===== src/verilog/cac_pkg.sv =====
package cac_pkg;
  // Serial frame layout: two null bits, four address bits, ten data bits.
  localparam int FRAME_BITS = 16;
  localparam int ADDR_MSB = 13;
  localparam int ADDR_LSB = 10;
  localparam int DATA_W = 10;
  // Register addresses carried in the frame.
  localparam logic [3:0] ADDR_CONTROL = 4'h0;
  localparam logic [3:0] ADDR_GAIN = 4'h1;
  localparam logic [3:0] ADDR_USER_DAC1 = 4'h2;
  localparam logic [3:0] ADDR_USER_DAC2 = 4'h3;
  localparam logic [3:0] ADDR_BLACK_CAL = 4'h7;
  localparam logic [3:0] ADDR_TEST_BIAS = 4'h8;
  // Reset values.
  localparam logic [9:0] BLACK_CAL_RST = 10'h003;
  localparam logic [9:0] TEST_BIAS_RST = 10'h0c0;
  localparam logic [9:0] CONTROL_RST = 10'h000;
  localparam logic [8:0] GAIN_RST = 9'h000;
  localparam logic [7:0] USER_DAC_RST = 8'h00;
  // Field positions.
  localparam int OSEL_HI = 9;
  localparam int OSEL_LO = 8;
  localparam int LINE_EXP_MSB = 7;
  localparam int LINE_EXP_LSB = 4;
  localparam int PIX_TRIPLE = 3;
  localparam int PIX_EXP_MSB = 2;
  localparam int PIX_EXP_LSB = 0;
  localparam int BIAS_MSB = 9;
  localparam int BIAS_LSB = 6;
  localparam int TPIN_HI = 5;
  localparam int TPIN_LO = 4;
  localparam int EXT_REF = 3;
  localparam int PROBE_HI = 1;
  localparam int PROBE_LO = 0;
  localparam int CTL_DAC1_PD = 8;
  localparam int CTL_DAC2_PD = 7;
  localparam int CTL_SOFT_RESET = 0;
  // Limits.
  localparam logic [3:0] LINE_EXP_MAX = 4'h8;
  localparam logic [2:0] PIX_EXP_MAX = 3'h6;
  localparam logic [8:0] GAIN_MAX = 9'h17f;
  // Whole converter clock cycles of output latency; the half cycle comes from a falling-edge launch.
  localparam int LATENCY_WHOLE = 4;
endpackage


===== src/verilog/cac_config_top.sv =====
// Overview of operation
// - Average over 2^L lines, 1 to 256.
// - Line exponent above eight caps at 256.
// - Average 2^N pixels per line, 1 to 64.
// - Pixel exponent above six caps at 64.
// - Triple bit multiplies pixel count by three.
// - Top two bits pick output data source.
// - Black calibration register resets to 0x003.
// - Test register resets to 0x0c0.
// - Top four test bits give bias code.
// - Test pin field selects clocks, gain outputs, float.
// - Reference bit picks external or internal reference.
// - Low test bits pick offset probe source.
// - Gain code is nine bits, linear dB.
// - Gain codes valid 0 to 383.
// - Samples appear 4.5 converter cycles later.
// - Output enable high floats data outputs.
// - Two 8-bit user DACs with power-down bits.
// - Serial word: two nulls, address, ten data.
// - Low trigger starts black-level calibration.
`timescale 1ns/1ps
module cac_config_top
  import cac_pkg::*;
(
  input wire logic CLK_I,                  // 40 MHz system clock.
  input wire logic RSTN_I,                 // Asynchronous reset, active low.
  input wire logic SCLK_I,                 // Serial clock.
  input wire logic SDIN_I,                 // Serial data.
  input wire logic CS_N_I,                 // Serial select, active low.
  input wire logic CONVERTER_CLOCK_I,      // Converter clock level.
  input wire logic BLACK_CAL_TRIGGER_N_I,  // Calibration trigger, active low.
  input wire logic OUTPUT_ENABLE_N_I,      // Data output enable, active low.
  input wire logic [9:0] ADC_SAMPLE_I,     // Converted sample.
  input wire logic [9:0] BLACK_AVG_I,      // Averager result for output mux.
  input wire logic [9:0] OFFSET_CODE_I,    // Offset DAC code for output mux.
  output logic [9:0] DATA_O,               // Parallel data output.
  output logic [9:0] DATA_OEN_O,           // Data output enable, low drives.
  output logic [8:0] LINE_COUNT_O,         // Averaged lines, 1 to 256.
  output logic [7:0] PIXEL_COUNT_O,        // Averaged pixels per line, 1 to 192.
  output logic CAL_START_O,                // Calibration start pulse.
  output logic [3:0] BIAS_CURRENT_CODE_O,  // Bias current code.
  output logic [1:0] TEST_PIN_SRC_O,       // 0 float, 1 clocks, 2 gain outputs.
  output logic TEST_PIN_OEN_O,             // Test pins enable, low drives.
  output logic EXTERNAL_REFERENCE_O,       // External reference in use.
  output logic INTERNAL_REF_PD_O,          // Internal reference powered down.
  output logic OFFSET_PROBE_COARSE_O,      // Probe shows coarse offset DAC.
  output logic [8:0] GAIN_CODE_O,          // Gain code, 0 to 383.
  output logic [7:0] USER_DAC1_O,          // User DAC1 setting.
  output logic [7:0] USER_DAC2_O,          // User DAC2 setting.
  output logic USER_DAC1_STANDBY_O,        // User DAC1 in standby.
  output logic USER_DAC2_STANDBY_O         // User DAC2 in standby.
);
  ////////////////////////////////////////////////////////////////////////////////
  typedef enum logic [1:0] {CAC_IDLE = 2'b01, CAC_ARMED = 2'b10} cac_trig_e;

  function automatic logic [8:0] cac_pow2(input logic [3:0] e, input logic [3:0] emax);
    logic [3:0] c;
    c = (e > emax) ? emax : e;
    return 9'(9'h001 << c);
  endfunction

  logic wr;
  logic [3:0] waddr;
  logic [9:0] wdata;
  logic [9:0] black_r, black_nxt;
  logic [9:0] test_r, test_nxt;
  logic [9:0] ctl_r, ctl_nxt;
  logic [8:0] gain_r, gain_nxt;
  logic [7:0] dac1_r, dac1_nxt;
  logic [7:0] dac2_r, dac2_nxt;
  logic soft_rst;

  cac_serial_rx u_rx (
    .clk_i(CLK_I),
    .rst_n_i(RSTN_I),
    .sclk_i(SCLK_I),
    .sdin_i(SDIN_I),
    .cs_n_i(CS_N_I),
    .wr_o(wr),
    .addr_o(waddr),
    .data_o(wdata)
  );

  ////////////////////////////////////////////////////////////////////////////////
  // A write of the system-reset bit returns every register to its default.
  assign soft_rst = wr && waddr == ADDR_CONTROL && wdata[CTL_SOFT_RESET];

  always_comb
  begin
    black_nxt = black_r;
    test_nxt = test_r;
    ctl_nxt = ctl_r;
    gain_nxt = gain_r;
    dac1_nxt = dac1_r;
    dac2_nxt = dac2_r;
    if (soft_rst)
    begin
      black_nxt = BLACK_CAL_RST;
      test_nxt = TEST_BIAS_RST;
      ctl_nxt = CONTROL_RST;
      gain_nxt = GAIN_RST;
      dac1_nxt = USER_DAC_RST;
      dac2_nxt = USER_DAC_RST;
    end
    else if (wr)
    begin
      case (waddr)
        ADDR_CONTROL: ctl_nxt = wdata;
        ADDR_GAIN: gain_nxt = wdata[8:0];
        ADDR_USER_DAC1: dac1_nxt = wdata[7:0];
        ADDR_USER_DAC2: dac2_nxt = wdata[7:0];
        ADDR_BLACK_CAL: black_nxt = wdata;
        ADDR_TEST_BIAS: test_nxt = wdata;
        default: ;
      endcase
    end
  end

  always_ff @(posedge CLK_I or negedge RSTN_I)
  begin
    if (!RSTN_I)
    begin
      black_r <= BLACK_CAL_RST;
      test_r <= TEST_BIAS_RST;
      ctl_r <= CONTROL_RST;
      gain_r <= GAIN_RST;
      dac1_r <= USER_DAC_RST;
      dac2_r <= USER_DAC_RST;
    end
    else
    begin
      black_r <= black_nxt;
      test_r <= test_nxt;
      ctl_r <= ctl_nxt;
      gain_r <= gain_nxt;
      dac1_r <= dac1_nxt;
      dac2_r <= dac2_nxt;
    end
  end

  ////////////////////////////////////////////////////////////////////////////////
  // Averaging geometry decoded from the black calibration register.
  logic [8:0] pix_base;

  assign LINE_COUNT_O = cac_pow2(black_r[LINE_EXP_MSB:LINE_EXP_LSB], LINE_EXP_MAX);
  assign pix_base = cac_pow2({1'b0, black_r[PIX_EXP_MSB:PIX_EXP_LSB]}, {1'b0, PIX_EXP_MAX});
  assign PIXEL_COUNT_O = black_r[PIX_TRIPLE] ? 8'(pix_base * 9'd3) : pix_base[7:0];

  // Test, reference and probe controls.
  assign BIAS_CURRENT_CODE_O = test_r[BIAS_MSB:BIAS_LSB];
  assign TEST_PIN_SRC_O = test_r[TPIN_HI] ? (test_r[TPIN_LO] ? 2'd2 : 2'd1) : 2'd0;
  assign TEST_PIN_OEN_O = ~test_r[TPIN_HI];
  assign EXTERNAL_REFERENCE_O = test_r[EXT_REF];
  assign INTERNAL_REF_PD_O = test_r[EXT_REF];
  assign OFFSET_PROBE_COARSE_O = test_r[PROBE_HI] & test_r[PROBE_LO];

  // Out-of-range gain is held to the top valid code so the stage never sees it.
  assign GAIN_CODE_O = (gain_r > GAIN_MAX) ? GAIN_MAX : gain_r;
  assign USER_DAC1_O = dac1_r;
  assign USER_DAC2_O = dac2_r;
  assign USER_DAC1_STANDBY_O = ctl_r[CTL_DAC1_PD];
  assign USER_DAC2_STANDBY_O = ctl_r[CTL_DAC2_PD];

  ////////////////////////////////////////////////////////////////////////////////
  // Converter clock edges and calibration trigger.
  logic conv_r, conv_nxt;
  logic conv_rise, conv_fall;
  cac_trig_e trig_r, trig_nxt;
  logic start_r, start_nxt;

  assign conv_rise = CONVERTER_CLOCK_I && !conv_r;
  assign conv_fall = !CONVERTER_CLOCK_I && conv_r;

  // A trigger counts only if it stays low across a converter clock high phase.
  always_comb
  begin
    conv_nxt = CONVERTER_CLOCK_I;
    trig_nxt = trig_r;
    start_nxt = 1'b0;
    case (trig_r)
      CAC_IDLE:
        if (!BLACK_CAL_TRIGGER_N_I && conv_rise)
          trig_nxt = CAC_ARMED;
      CAC_ARMED:
        if (BLACK_CAL_TRIGGER_N_I)
          trig_nxt = CAC_IDLE;
        else if (conv_fall)
        begin
          start_nxt = 1'b1;
          trig_nxt = CAC_IDLE;
        end
      default: trig_nxt = CAC_IDLE;
    endcase
  end

  always_ff @(posedge CLK_I or negedge RSTN_I)
  begin
    if (!RSTN_I)
    begin
      conv_r <= 1'b0;
      trig_r <= CAC_IDLE;
      start_r <= 1'b0;
    end
    else
    begin
      conv_r <= conv_nxt;
      trig_r <= trig_nxt;
      start_r <= start_nxt;
    end
  end

  assign CAL_START_O = start_r;

  ////////////////////////////////////////////////////////////////////////////////
  // Output source mux and delay.
  logic [9:0] sel_sample;
  logic [9:0] data_r, data_nxt;
  logic [9:0] piped;

  always_comb
  begin
    case (black_r[OSEL_HI:OSEL_LO])
      2'b00: sel_sample = ADC_SAMPLE_I;
      2'b01: sel_sample = BLACK_AVG_I;
      2'b10: sel_sample = OFFSET_CODE_I;
      default: sel_sample = 10'h000;
    endcase
  end

  cac_out_pipe u_pipe (
    .clk_i(CLK_I),
    .rst_n_i(RSTN_I),
    .conv_rise_i(conv_rise),
    .conv_fall_i(conv_fall),
    .sample_i(sel_sample),
    .data_o(piped)
  );

  always_comb
  begin
    data_nxt = piped;
  end

  always_ff @(posedge CLK_I or negedge RSTN_I)
  begin
    if (!RSTN_I)
      data_r <= 10'h000;
    else
      data_r <= data_nxt;
  end

  assign DATA_O = data_r;
  assign DATA_OEN_O = {10{OUTPUT_ENABLE_N_I}};

  ////////////////////////////////////////////////////////////////////////////////
  line_cap_a: assert property (@(posedge CLK_I) disable iff (!RSTN_I)
    LINE_COUNT_O <= 9'd256 && LINE_COUNT_O != 9'd0)
    else $error("line count out of range");
  pixel_cap_a: assert property (@(posedge CLK_I) disable iff (!RSTN_I)
    !black_r[PIX_TRIPLE] |-> PIXEL_COUNT_O <= 8'd64)
    else $error("pixel count above 64");
  pixel_triple_a: assert property (@(posedge CLK_I) disable iff (!RSTN_I)
    black_r[PIX_TRIPLE] |-> PIXEL_COUNT_O % 8'd3 == 8'd0 && PIXEL_COUNT_O != 8'd0 && PIXEL_COUNT_O <= 8'd192)
    else $error("triple count wrong");
  gain_range_a: assert property (@(posedge CLK_I) disable iff (!RSTN_I)
    GAIN_CODE_O <= GAIN_MAX)
    else $error("gain code above 383");
  oe_float_a: assert property (@(posedge CLK_I) disable iff (!RSTN_I)
    OUTPUT_ENABLE_N_I |-> DATA_OEN_O == 10'h3ff)
    else $error("outputs driven while disabled");
  test_float_a: assert property (@(posedge CLK_I) disable iff (!RSTN_I)
    !test_r[TPIN_HI] |-> TEST_PIN_OEN_O && TEST_PIN_SRC_O == 2'd0)
    else $error("test pins driven");
  cal_start_a: assert property (@(posedge CLK_I) disable iff (!RSTN_I)
    CAL_START_O |-> $past(trig_r) == CAC_ARMED && !$past(BLACK_CAL_TRIGGER_N_I))
    else $error("start without held trigger");
  reg_write_a: assert property (@(posedge CLK_I) disable iff (!RSTN_I)
    wr && waddr == ADDR_BLACK_CAL && !soft_rst |=> black_r == $past(wdata))
    else $error("black register not written");
  ref_select_a: assert property (@(posedge CLK_I) disable iff (!RSTN_I)
    INTERNAL_REF_PD_O == EXTERNAL_REFERENCE_O && EXTERNAL_REFERENCE_O == test_r[EXT_REF])
    else $error("reference select mismatch");
  soft_defaults_a: assert property (@(posedge CLK_I) disable iff (!RSTN_I)
    soft_rst |=> black_r == BLACK_CAL_RST && test_r == TEST_BIAS_RST && ctl_r == CONTROL_RST)
    else $error("soft reset left a register changed");
  dac_standby_a: assert property (@(posedge CLK_I) disable iff (!RSTN_I)
    wr && waddr == ADDR_CONTROL && !soft_rst |=> USER_DAC1_STANDBY_O == $past(wdata[CTL_DAC1_PD]) &&
    USER_DAC2_STANDBY_O == $past(wdata[CTL_DAC2_PD]))
    else $error("standby bits not taken");
  cal_pulse_a: assert property (@(posedge CLK_I) disable iff (!RSTN_I)
    CAL_START_O |=> !CAL_START_O)
    else $error("start pulse longer than one cycle");
  test_drive_a: assert property (@(posedge CLK_I) disable iff (!RSTN_I)
    test_r[TPIN_HI] |-> !TEST_PIN_OEN_O && TEST_PIN_SRC_O != 2'd0)
    else $error("test pins not driven");
  probe_fine_a: assert property (@(posedge CLK_I) disable iff (!RSTN_I)
    test_r[PROBE_HI:PROBE_LO] != 2'b11 |-> !OFFSET_PROBE_COARSE_O)
    else $error("coarse probe without both bits");
  gain_write_a: assert property (@(posedge CLK_I) disable iff (!RSTN_I)
    wr && waddr == ADDR_GAIN && !soft_rst && wdata[8:0] <= GAIN_MAX |=> GAIN_CODE_O == $past(wdata[8:0]))
    else $error("gain code not written");
  src_zero_a: assert property (@(posedge CLK_I) disable iff (!RSTN_I)
    black_r[OSEL_HI:OSEL_LO] == 2'b11 |-> sel_sample == 10'h000)
    else $error("unused source not zero");
endmodule


===== src/verilog/cac_out_pipe.sv =====
`timescale 1ns/1ps
module cac_out_pipe
  import cac_pkg::*;
(
  input wire logic clk_i,           // System clock.
  input wire logic rst_n_i,         // Asynchronous reset, active low.
  input wire logic conv_rise_i,     // Converter clock rising edge pulse.
  input wire logic conv_fall_i,     // Converter clock falling edge pulse.
  input wire logic [9:0] sample_i,  // Sample taken at the rising edge.
  output logic [9:0] data_o         // Sample after 4.5 converter cycles.
);
  // Stage 0 already holds the sample itself, so four further rises need one stage beyond the whole count.
  logic [9:0] stage_r [LATENCY_WHOLE+1];
  logic [9:0] stage_nxt [LATENCY_WHOLE+1];
  logic [9:0] out_r, out_nxt;

  always_comb
  begin
    stage_nxt = stage_r;
    out_nxt = out_r;
    if (conv_rise_i)
    begin
      stage_nxt[0] = sample_i;
      for (int i = 1; i <= LATENCY_WHOLE; i++)
        stage_nxt[i] = stage_r[i-1];
    end
    // The final half cycle: launch on the falling edge after four further rising edges.
    if (conv_fall_i)
      out_nxt = stage_r[LATENCY_WHOLE];
  end

  always_ff @(posedge clk_i or negedge rst_n_i)
  begin
    if (!rst_n_i)
    begin
      for (int i = 0; i <= LATENCY_WHOLE; i++)
        stage_r[i] <= 10'h000;
      out_r <= 10'h000;
    end
    else
    begin
      stage_r <= stage_nxt;
      out_r <= out_nxt;
    end
  end

  assign data_o = out_r;
endmodule


===== src/verilog/cac_serial_rx.sv =====
`timescale 1ns/1ps
module cac_serial_rx
  import cac_pkg::*;
(
  input wire logic clk_i,          // System clock.
  input wire logic rst_n_i,        // Asynchronous reset, active low.
  input wire logic sclk_i,         // Serial clock level.
  input wire logic sdin_i,         // Serial data.
  input wire logic cs_n_i,         // Chip select, active low.
  output logic wr_o,               // One-cycle write strobe.
  output logic [3:0] addr_o,       // Register address.
  output logic [9:0] data_o        // Register data.
);
  logic sclk_r, sclk_nxt;
  logic [15:0] shift_r, shift_nxt;
  logic [4:0] cnt_r, cnt_nxt;
  logic wr_r, wr_nxt;
  logic [15:0] word;

  always_comb
  begin
    sclk_nxt = sclk_i;
    shift_nxt = shift_r;
    cnt_nxt = cnt_r;
    wr_nxt = 1'b0;
    word = {shift_r[14:0], sdin_i};
    if (cs_n_i)
    begin
      // Deasserting select mid-frame drops the partial word.
      cnt_nxt = 5'd0;
    end
    else if (sclk_i && !sclk_r && cnt_r < 5'(FRAME_BITS))
    begin
      shift_nxt = word;
      cnt_nxt = cnt_r + 5'd1;
      wr_nxt = (cnt_r == 5'(FRAME_BITS - 1));
    end
  end

  always_ff @(posedge clk_i or negedge rst_n_i)
  begin
    if (!rst_n_i)
    begin
      sclk_r <= 1'b0;
      shift_r <= 16'h0000;
      cnt_r <= 5'd0;
      wr_r <= 1'b0;
    end
    else
    begin
      sclk_r <= sclk_nxt;
      shift_r <= shift_nxt;
      cnt_r <= cnt_nxt;
      wr_r <= wr_nxt;
    end
  end

  assign wr_o = wr_r;
  assign addr_o = shift_r[ADDR_MSB:ADDR_LSB];
  assign data_o = shift_r[DATA_W-1:0];

  full_frame_a: assert property (@(posedge clk_i) disable iff (!rst_n_i)
    wr_r |-> $past(cnt_r) == 5'(FRAME_BITS - 1) && !$past(cs_n_i))
    else $error("write without full frame");
endmodule

===== config.mk =====
export PLATFORM = sky130hd
export DESIGN_NAME = cac_config_top
export DESIGN_NICKNAME = d
export VERILOG_FILES = /design/src/verilog/cac_pkg.sv /design/src/verilog/cac_config_top.sv /design/src/verilog/cac_out_pipe.sv /design/src/verilog/cac_serial_rx.sv
export SDC_FILE = /design/constraint.sdc
export NUM_CORES = 1
export LEC_CHECK = 0
export ABC_AREA = 1
export BUFFER_PORTS_ARGS = -buffer_cell sky130_fd_sc_hd__buf_2
export CAP_MARGIN = 20
export CORE_UTILIZATION = 55
export CTS_BUF_LIST = sky130_fd_sc_hd__clkbuf_2 sky130_fd_sc_hd__clkbuf_4 sky130_fd_sc_hd__clkbuf_8
export DETAILED_ROUTE_END_ITERATION = 8
export GPL_TIMING_DRIVEN = 0
export PLACE_DENSITY = 0.88
export SYNTH_ARGS = -nofsm -noshare
export SYNTH_HDL_FRONTEND = slang
export SYNTH_SLANG_ARGS = --single-unit

===== constraint.sdc =====
create_clock -name CLK_I -period 1.8 [get_ports CLK_I]
set_input_delay 0.27 -clock CLK_I [delete_from_list [all_inputs] [get_ports CLK_I]]
set_output_delay 0.27 -clock CLK_I [all_outputs]
set_load 0.02 [all_outputs]

==> results.json, run 1 <==
{
  "diodes": 0,
  "fin_crit_sh": 1.169,
  "place_congestion": 0.9047,
  "yosysMostFrequentCell": "nand2_1",
  "synth_area_leaders": "dfrtp_1 (56%), nand2_1 (17%), o21ai_0 (4.4%)",
  "clk_path_buf_depth": 2,
  "nNetsFinal": 878,
  "syn-num-nets": 736,
  "coreArea_mm2": 0.01046,
  "drive_gt1_frac": 0.2462,
  "detail-route-antenna-nets": 0,
  "ys.flop_type": "dfrtp_1",
  "routed_wl_mm": 12.73,
  "start_util": 0.5771,
  "clkPwrFrac": 0.363,
  "status": "complete, but fails checks",
  "grt_pass1_vias": 4833,
  "pwr-share-seq": 0.529,
  "synth_top_area_cell": "dfrtp_1",
  "cap_violations": 0,
  "syn_avg_cell_area_um2": 8.688,
  "netlist_area_mm2": 0.006038,
  "synth_seq_cells": 141,
  "die_area_mm2": 0.01140,
  "grt_max_degree": 105,
  "rsz0062_at_grt": "true",
  "worst_pin_slew_ps": 700.7,
  "finalSetupViolCount": 4,
  "clock-sinks": 141,
  "fmax_ghz": 0.4752,
  "internal-power_mw": 5.189,
  "clock_skew_ps": 10.04,
  "dieHeight_um": 106.8,
  "power_frac_comb": 0.108,
  "yosys_warnings": 0,
  "antenna_found_initial": 0,
  "std_cell_rows": 37,
  "cts_buffers": 17,
  "violations": "setup timing",
  "fin_crit_ps": 2104,
  "globalRouteTotalUtil": 0.2450,
  "drc": 0,
  "synth_edf_count": 0,
  "total_power_mw": 7.151,
  "max_stage_delay_ps": 570,
  "area_growth_pct": 21.82,
  "vias_per_cell": 5.113,
  "final_area_mm2": 0.007356,
  "p_sw_mw": 1.962,
  "cp-start-kind": "flip-flop",
  "cts_tree": "built",
  "synth_top_area_frac": 0.5636,
  "hold_viol": 0,
  "crit_chain": "inv_1, nor2_1, ha_2, nor2_2, xor2_1, o22ai_1, buf_4",
  "drt-initial-drc-count": 348,
  "p_leak_nw": 4.071,
  "post-route-util": 0.7031,
  "async_reset_ff_frac": 1.000,
  "slew_headroom": 0.5324,
  "slowest_stage": "dfstp_2",
  "portBuffers": 111,
  "critPathKind": "flip-flop to primary output",
  "grt_pass1_wl_mm": 21.71,
  "path_max_fanout": 4,
  "fp.dieW_um": 106.8,
  "drv_slew": 0,
  "placed_area_mm2": 0.006798,
  "ioPinCount": 113,
  "arrival_ps": 1830,
  "end_kind": "primary output",
  "ys_seq_area_frac": 0.5854,
  "netlist_instances": 695,
  "cts_root_buffer": "clkbuf_8",
  "fin_ws_ps": -304.3,
  "dr.pass1.iters": 5,
  "dp_hpwl_mm": 8.877,
  "min_path_type": "input port to flip-flop",
  "drt-wirelength-per-cell_um": 12.92,
  "hold_slack_ps": 41.18,
  "clkSlewWorstSetupHoldPaths_ps": 80,
  "power_density_mw_per_mm2": 972.2,
  "htree_levels": 4,
  "fillers": 814,
  "num_vias": 5036,
  "critPathRequiredTime_ps": 1530,
  "synthTopCellsByCount": "nand2_1 (273), dfrtp_1 (136), inv_1 (60), o21ai_0 (53), nand4_1 (40)",
  "clock_latency_ps": 430,
  "ys_types": 28,
  "overflow": 0,
  "ir_drop_mv": 0.4711,
  "p_sw_frac": 0.2744
}
-- what timing repair did --
item | in CTS | in global routing
gates cloned | 0 | 0
buffers inserted | 3 | 5
endpoints found under the setup margin | 3 | 28
endpoints found under the hold margin | 39 | 0
hold buffers | 3 | 0
pin swaps | 3 | 4
gates resized for setup | 2 | 20
-- through the flow --
stage	cells	setup WS (ps)	setup TNS, ps
6_report	985	-304.3	-686.8
5_1_grt	985	-432.9	-1104
4_1_cts	980	-318.8	-522.5
3_5_place_dp	943	84.82	0
3_3_place_gp	942	-1323	-181750
2_1_floorplan	695	129.7	0
-- worst max-delay path, delay by kind of cell, from the launching register on --
| family | cells | cell delay (ps) |
|---|---|---|
| buf+inv | 2 | 240 |
| simple gates | 2 | 160 |
| xor+xnor | 1 | 130 |
| compound gates | 1 | 140 |
| flops | 1 | 570 |
| fa+ha+maj | 1 | 180 |
-- layer usage --
| layer | vias up | wire length [um] | global-route usage |
|---|---|---|---|
| met5 | - | 0 | 0 |
| met4 | 0 | 146 | 0.09785 |
| met3 | 15 | 860 | 0.05350 |
| met2 | 202 | 5977 | 0.3747 |
| met1 | 2334 | 5746 | 0.3432 |
| li1 | 2485 | - | - |
-- cell type report --
class                      instances  area (um^2)  area share
tap                              136        170.2     0.02313
multi-input combinational        448         2056      0.2795
timing repair buffer             123        700.7     0.09525
clock inverter                    13        165.2     0.02245
buffer                            42        240.2     0.03266
sequential                       141         3536      0.4807
clock buffer                      18        247.7     0.03368
inverter                          64        240.2     0.03266
-- power by group through the flow --
stage	sequential, mW	combinational (mW)	clock, mW
floorplan	3.82	0.426	0
global placement	3.82	0.715	0
detailed placement	3.83	0.756	0
CTS	3.77	0.775	2.63
global route	3.82	0.880	2.77
finish	3.78	0.770	2.60
-- worst paths after layout --
check	from	end	slack, ps	cells after the start
worst min register to register	u_pipe.data_o[7]	DATA_O[7]	380	0
min in group asynchronous	RSTN_I	u_rx.cnt_r[3]	290	2
worst max-delay path	black_r[0]	PIXEL_COUNT_O[4]	-300	7
worst min-delay path	CS_N_I	u_rx.cnt_r[3]	40	2
max in group asynchronous	RSTN_I	test_r[6]	700	3
worst max register to register	u_rx.shift_r[13]	test_r[1]	140	6
-- flip-flops by register name, summed over array words and instances (netlist names) --
register        flops
conv_r              1
USER_DAC2_O         8
DATA_O             10
u_rx.wr_o           1
CAL_START_O         1
u_rx.sclk_r         1
trig_r              2
ctl_r               2
u_pipe.stage_r     50
u_rx.shift_r       14
USER_DAC1_O         8
black_r            10
gain_r              9
test_r              9
u_rx.cnt_r          5
u_pipe.data_o      10
-- cells by family (layout without fill, tap and decap cells) --
family / Yosys count / count (layout) / synth area share
simple gates: 382 / 382 / 0.2723
fa+ha+maj: 3 / 3 / 0.006217
xor+xnor: 2 / 2 / 0.002901
flops: 141 / 141 / 0.5854
compound gates: 61 / 61 / 0.05388
buf+inv: 106 / 260 / 0.07936
-- cell usage in the layout, fill, tap and decap left out, types with 4 or more instances in the layout --
| cell | instances |
|---|---|
| o31ai_1 | 4 |
| inv_1 | 58 |
| nand3_1 | 22 |
| nand4_1 | 40 |
| inv_2 | 6 |
| clkbuf_8 | 18 |
| buf_6 | 5 |
| buf_2 | 114 |
| clkinvlp_4 | 4 |
| buf_4 | 26 |
| nand2_1 | 271 |
| clkbuf_1 | 15 |
| dfrtp_1 | 135 |
| nor3_1 | 4 |
| nand2_2 | 4 |
| o21ai_0 | 53 |
| dfstp_2 | 5 |
| nor2_2 | 6 |
| nor2_1 | 27 |
(Power assumes the default switching activity.)
==> inputs of run 2 (changes only) <==
- GPL_ROUTABILITY_DRIVEN: not set -> 1
- SETUP_SLACK_MARGIN: not set -> 0.2
==> results.json, run 2 (synthesis gave the netlist of run 1 again) <==
{
  "status": "complete, but fails checks",
  "power_density_mw_per_mm2": 943.4,
  "clkPwrFrac": 0.357,
  "dieHeight_um": 106.8,
  "ioPinCount": 113,
  "hold_slack_ps": 37.99,
  "regArea_mm2": 0.003540,
  "layout_commonest_cell": "nand2_1",
  "dp_cells": 943,
  "die_area_mm2": 0.01140,
  "crit_top_cell": "nor2_2",
  "drt-wirelength-per-cell_um": 13.52,
  "htree_levels": 4,
  "fin_ws_ps": -301.2,
  "drive_gt1_frac": 0.2846,
  "path_max_fanout": 4,
  "multi_input_comb_area_mm2": 0.002126,
  "dp_hpwl_mm": 8.838,
  "cts_buffers": 17,
  "clkSlewWorstSetupHoldPaths_ps": 80,
  "cts_root_buffer": "clkbuf_8",
  "drt-initial-drc-count": 382,
  "clock-sinks": 141,
  "grt_pass1_vias": 4811,
  "stdcell_count": 997,
  "clock_latency_ps": 440,
  "cp_num_buf_inv": 1,
  "largest_reg_flops": 50,
  "clock_skew_ps": 19.45,
  "antenna_found_initial": 0,
  "slowest_stage": "dfstp_2",
  "rsz0062_at_grt": "true",
  "grt_pass1_wl_mm": 22.00,
  "max_stage_delay_ps": 580,
  "pwr-share-seq": 0.533,
  "std_cell_rows": 37,
  "p_leak_nw": 4.136,
  "routed_wl_mm": 13.48,
  "dr.pass1.iters": 5,
  "ir_drop_mv": 0.4339,
  "grt_max_degree": 75,
  "arrival_ps": 1830,
  "violations": "setup timing",
  "cap_violations": 0,
  "diodes": 0,
  "num_vias": 5154,
  "cts_tree": "built",
  "crit_chain": "nand2_2, nor2_2, ha_2, nor2_2, xor2_1, o22ai_2, buf_6",
  "vias_per_cell": 5.170,
  "drv_slew": 0,
  "power_frac_comb": 0.110,
  "layout_common_cells": "nand2_1 (264), dfrtp_1 (132), buf_2 (103)",
  "p_sw_mw": 2.002,
  "portBuffers": 111,
  "worst_pin_slew_ps": 696.5,
  "min_path_type": "input port to flip-flop",
  "area_growth_pct": 25.11,
  "top_regs": "u_pipe.stage_r x50, u_rx.shift_r x14",
  "finalSetupViolCount": 6,
  "fp.dieW_um": 106.8,
  "slew_headroom": 0.5352,
  "fin_setup_tns_ps": -917.3,
  "end_kind": "primary output",
  "start_util": 0.5771,
  "internal-power_mw": 5.125,
  "globalRouteTotalUtil": 0.2478,
  "detail-route-antenna-nets": 0,
  "hold_viol": 0,
  "clk_path_buf_depth": 2,
  "critPathKind": "flip-flop to primary output",
  "fin_crit_ps": 2101,
  "place_congestion": 0.9027,
  "overflow": 0,
  "fillers": 774,
  "cp-start-kind": "flip-flop",
  "crit_family": "flip-flops",
  "nNetsFinal": 889,
  "coreArea_mm2": 0.01046,
  "fin_crit_sh": 1.167,
  "p_sw_frac": 0.2809,
  "critPathRequiredTime_ps": 1530,
  "fmax_ghz": 0.4759,
  "largest_register": "u_pipe.stage_r",
  "drc": 0
}
## run 2: layout make-up
cell class	instances	area share
Timing Repair Buffer	134	0.1100
Tap cell	136	0.02252
Inverter	64	0.03180
Buffer	42	0.03213
Clock inverter	12	0.01805
Clock buffer	20	0.03561
Sequential cell	141	0.4685
Multi-Input combinational cell	448	0.2814
## run 2: worst paths after layout
check / depth (start not counted) / to / slack, ps / from
max in group asynchronous: 3 / trig_r[0] / 590 / RSTN_I
min: 3 / u_rx.shift_r[0] / 40 / SDIN_I
min in group asynchronous: 2 / u_rx.cnt_r[3] / 390 / RSTN_I
max reg2reg: 6 / test_r[8] / 280 / u_rx.shift_r[13]
max: 7 / PIXEL_COUNT_O[4] / -300 / black_r[1]
min reg2reg: 0 / DATA_O[8] / 370 / u_pipe.data_o[8]
## run 2: layer usage
| metal | part of all wire | track usage | vias to the layer above | wire [um] |
|---|---|---|---|---|
| met5 | 0 | 0 | - | 0 |
| met4 | 0.014 | 0.08904 | 0 | 189 |
| met3 | 0.063 | 0.04073 | 20 | 843 |
| met2 | 0.48 | 0.4005 | 210 | 6506 |
| met1 | 0.44 | 0.3411 | 2409 | 5942 |
| li1 | - | - | 2515 | - |
## run 2: power groups by stage
| stage | sequential, mW | combinational [mW] | clock [mW] |
|---|---|---|---|
| 6_report | 3.80 | 0.782 | 2.54 |
| 5_1_grt | 3.84 | 0.895 | 2.71 |
| 4_1_cts | 3.78 | 0.774 | 2.56 |
| 3_5_place_dp | 3.83 | 0.751 | 0 |
| 3_3_place_gp | 3.82 | 0.715 | 0 |
| 2_1_floorplan | 3.82 | 0.426 | 0 |
## run 2: what timing repair did
item | 4_1_cts | 5_1_grt
hold endpoints to repair | 75 | 0
hold buffers | 3 | 0
gates resized for setup | 35 | 31
pin swaps | 7 | 10
cloned | 0 | 0
endpoints found under the setup margin | 37 | 107
setup buffers | 7 | 12
## run 2: worst register-to-register path, stage by stage (launching register included)
cell	delay (ps)
dfrtp_1	440
nor2_2	280
nand4_4	180
buf_4	230
buf_6	140
nand4_1	80
nand2_1	60
## run 2: per-stage QoR
| step | worst slack, ps | instance area, um^2 | utilization | power [mW] |
|---|---|---|---|---|
| after floorplan | 245.2 | 6045 | - | 4.244 |
| after global placement | -1332 | 6770 | 0.6471 | 4.535 |
| after detailed placement | 32.27 | 6804 | 0.6503 | 4.585 |
| after CTS | -330.9 | 7385 | 0.7058 | 7.121 |
| after global routing | -365.2 | 7555 | 0.7221 | 7.446 |
| final | -301.2 | 7555 | 0.7221 | 7.127 |
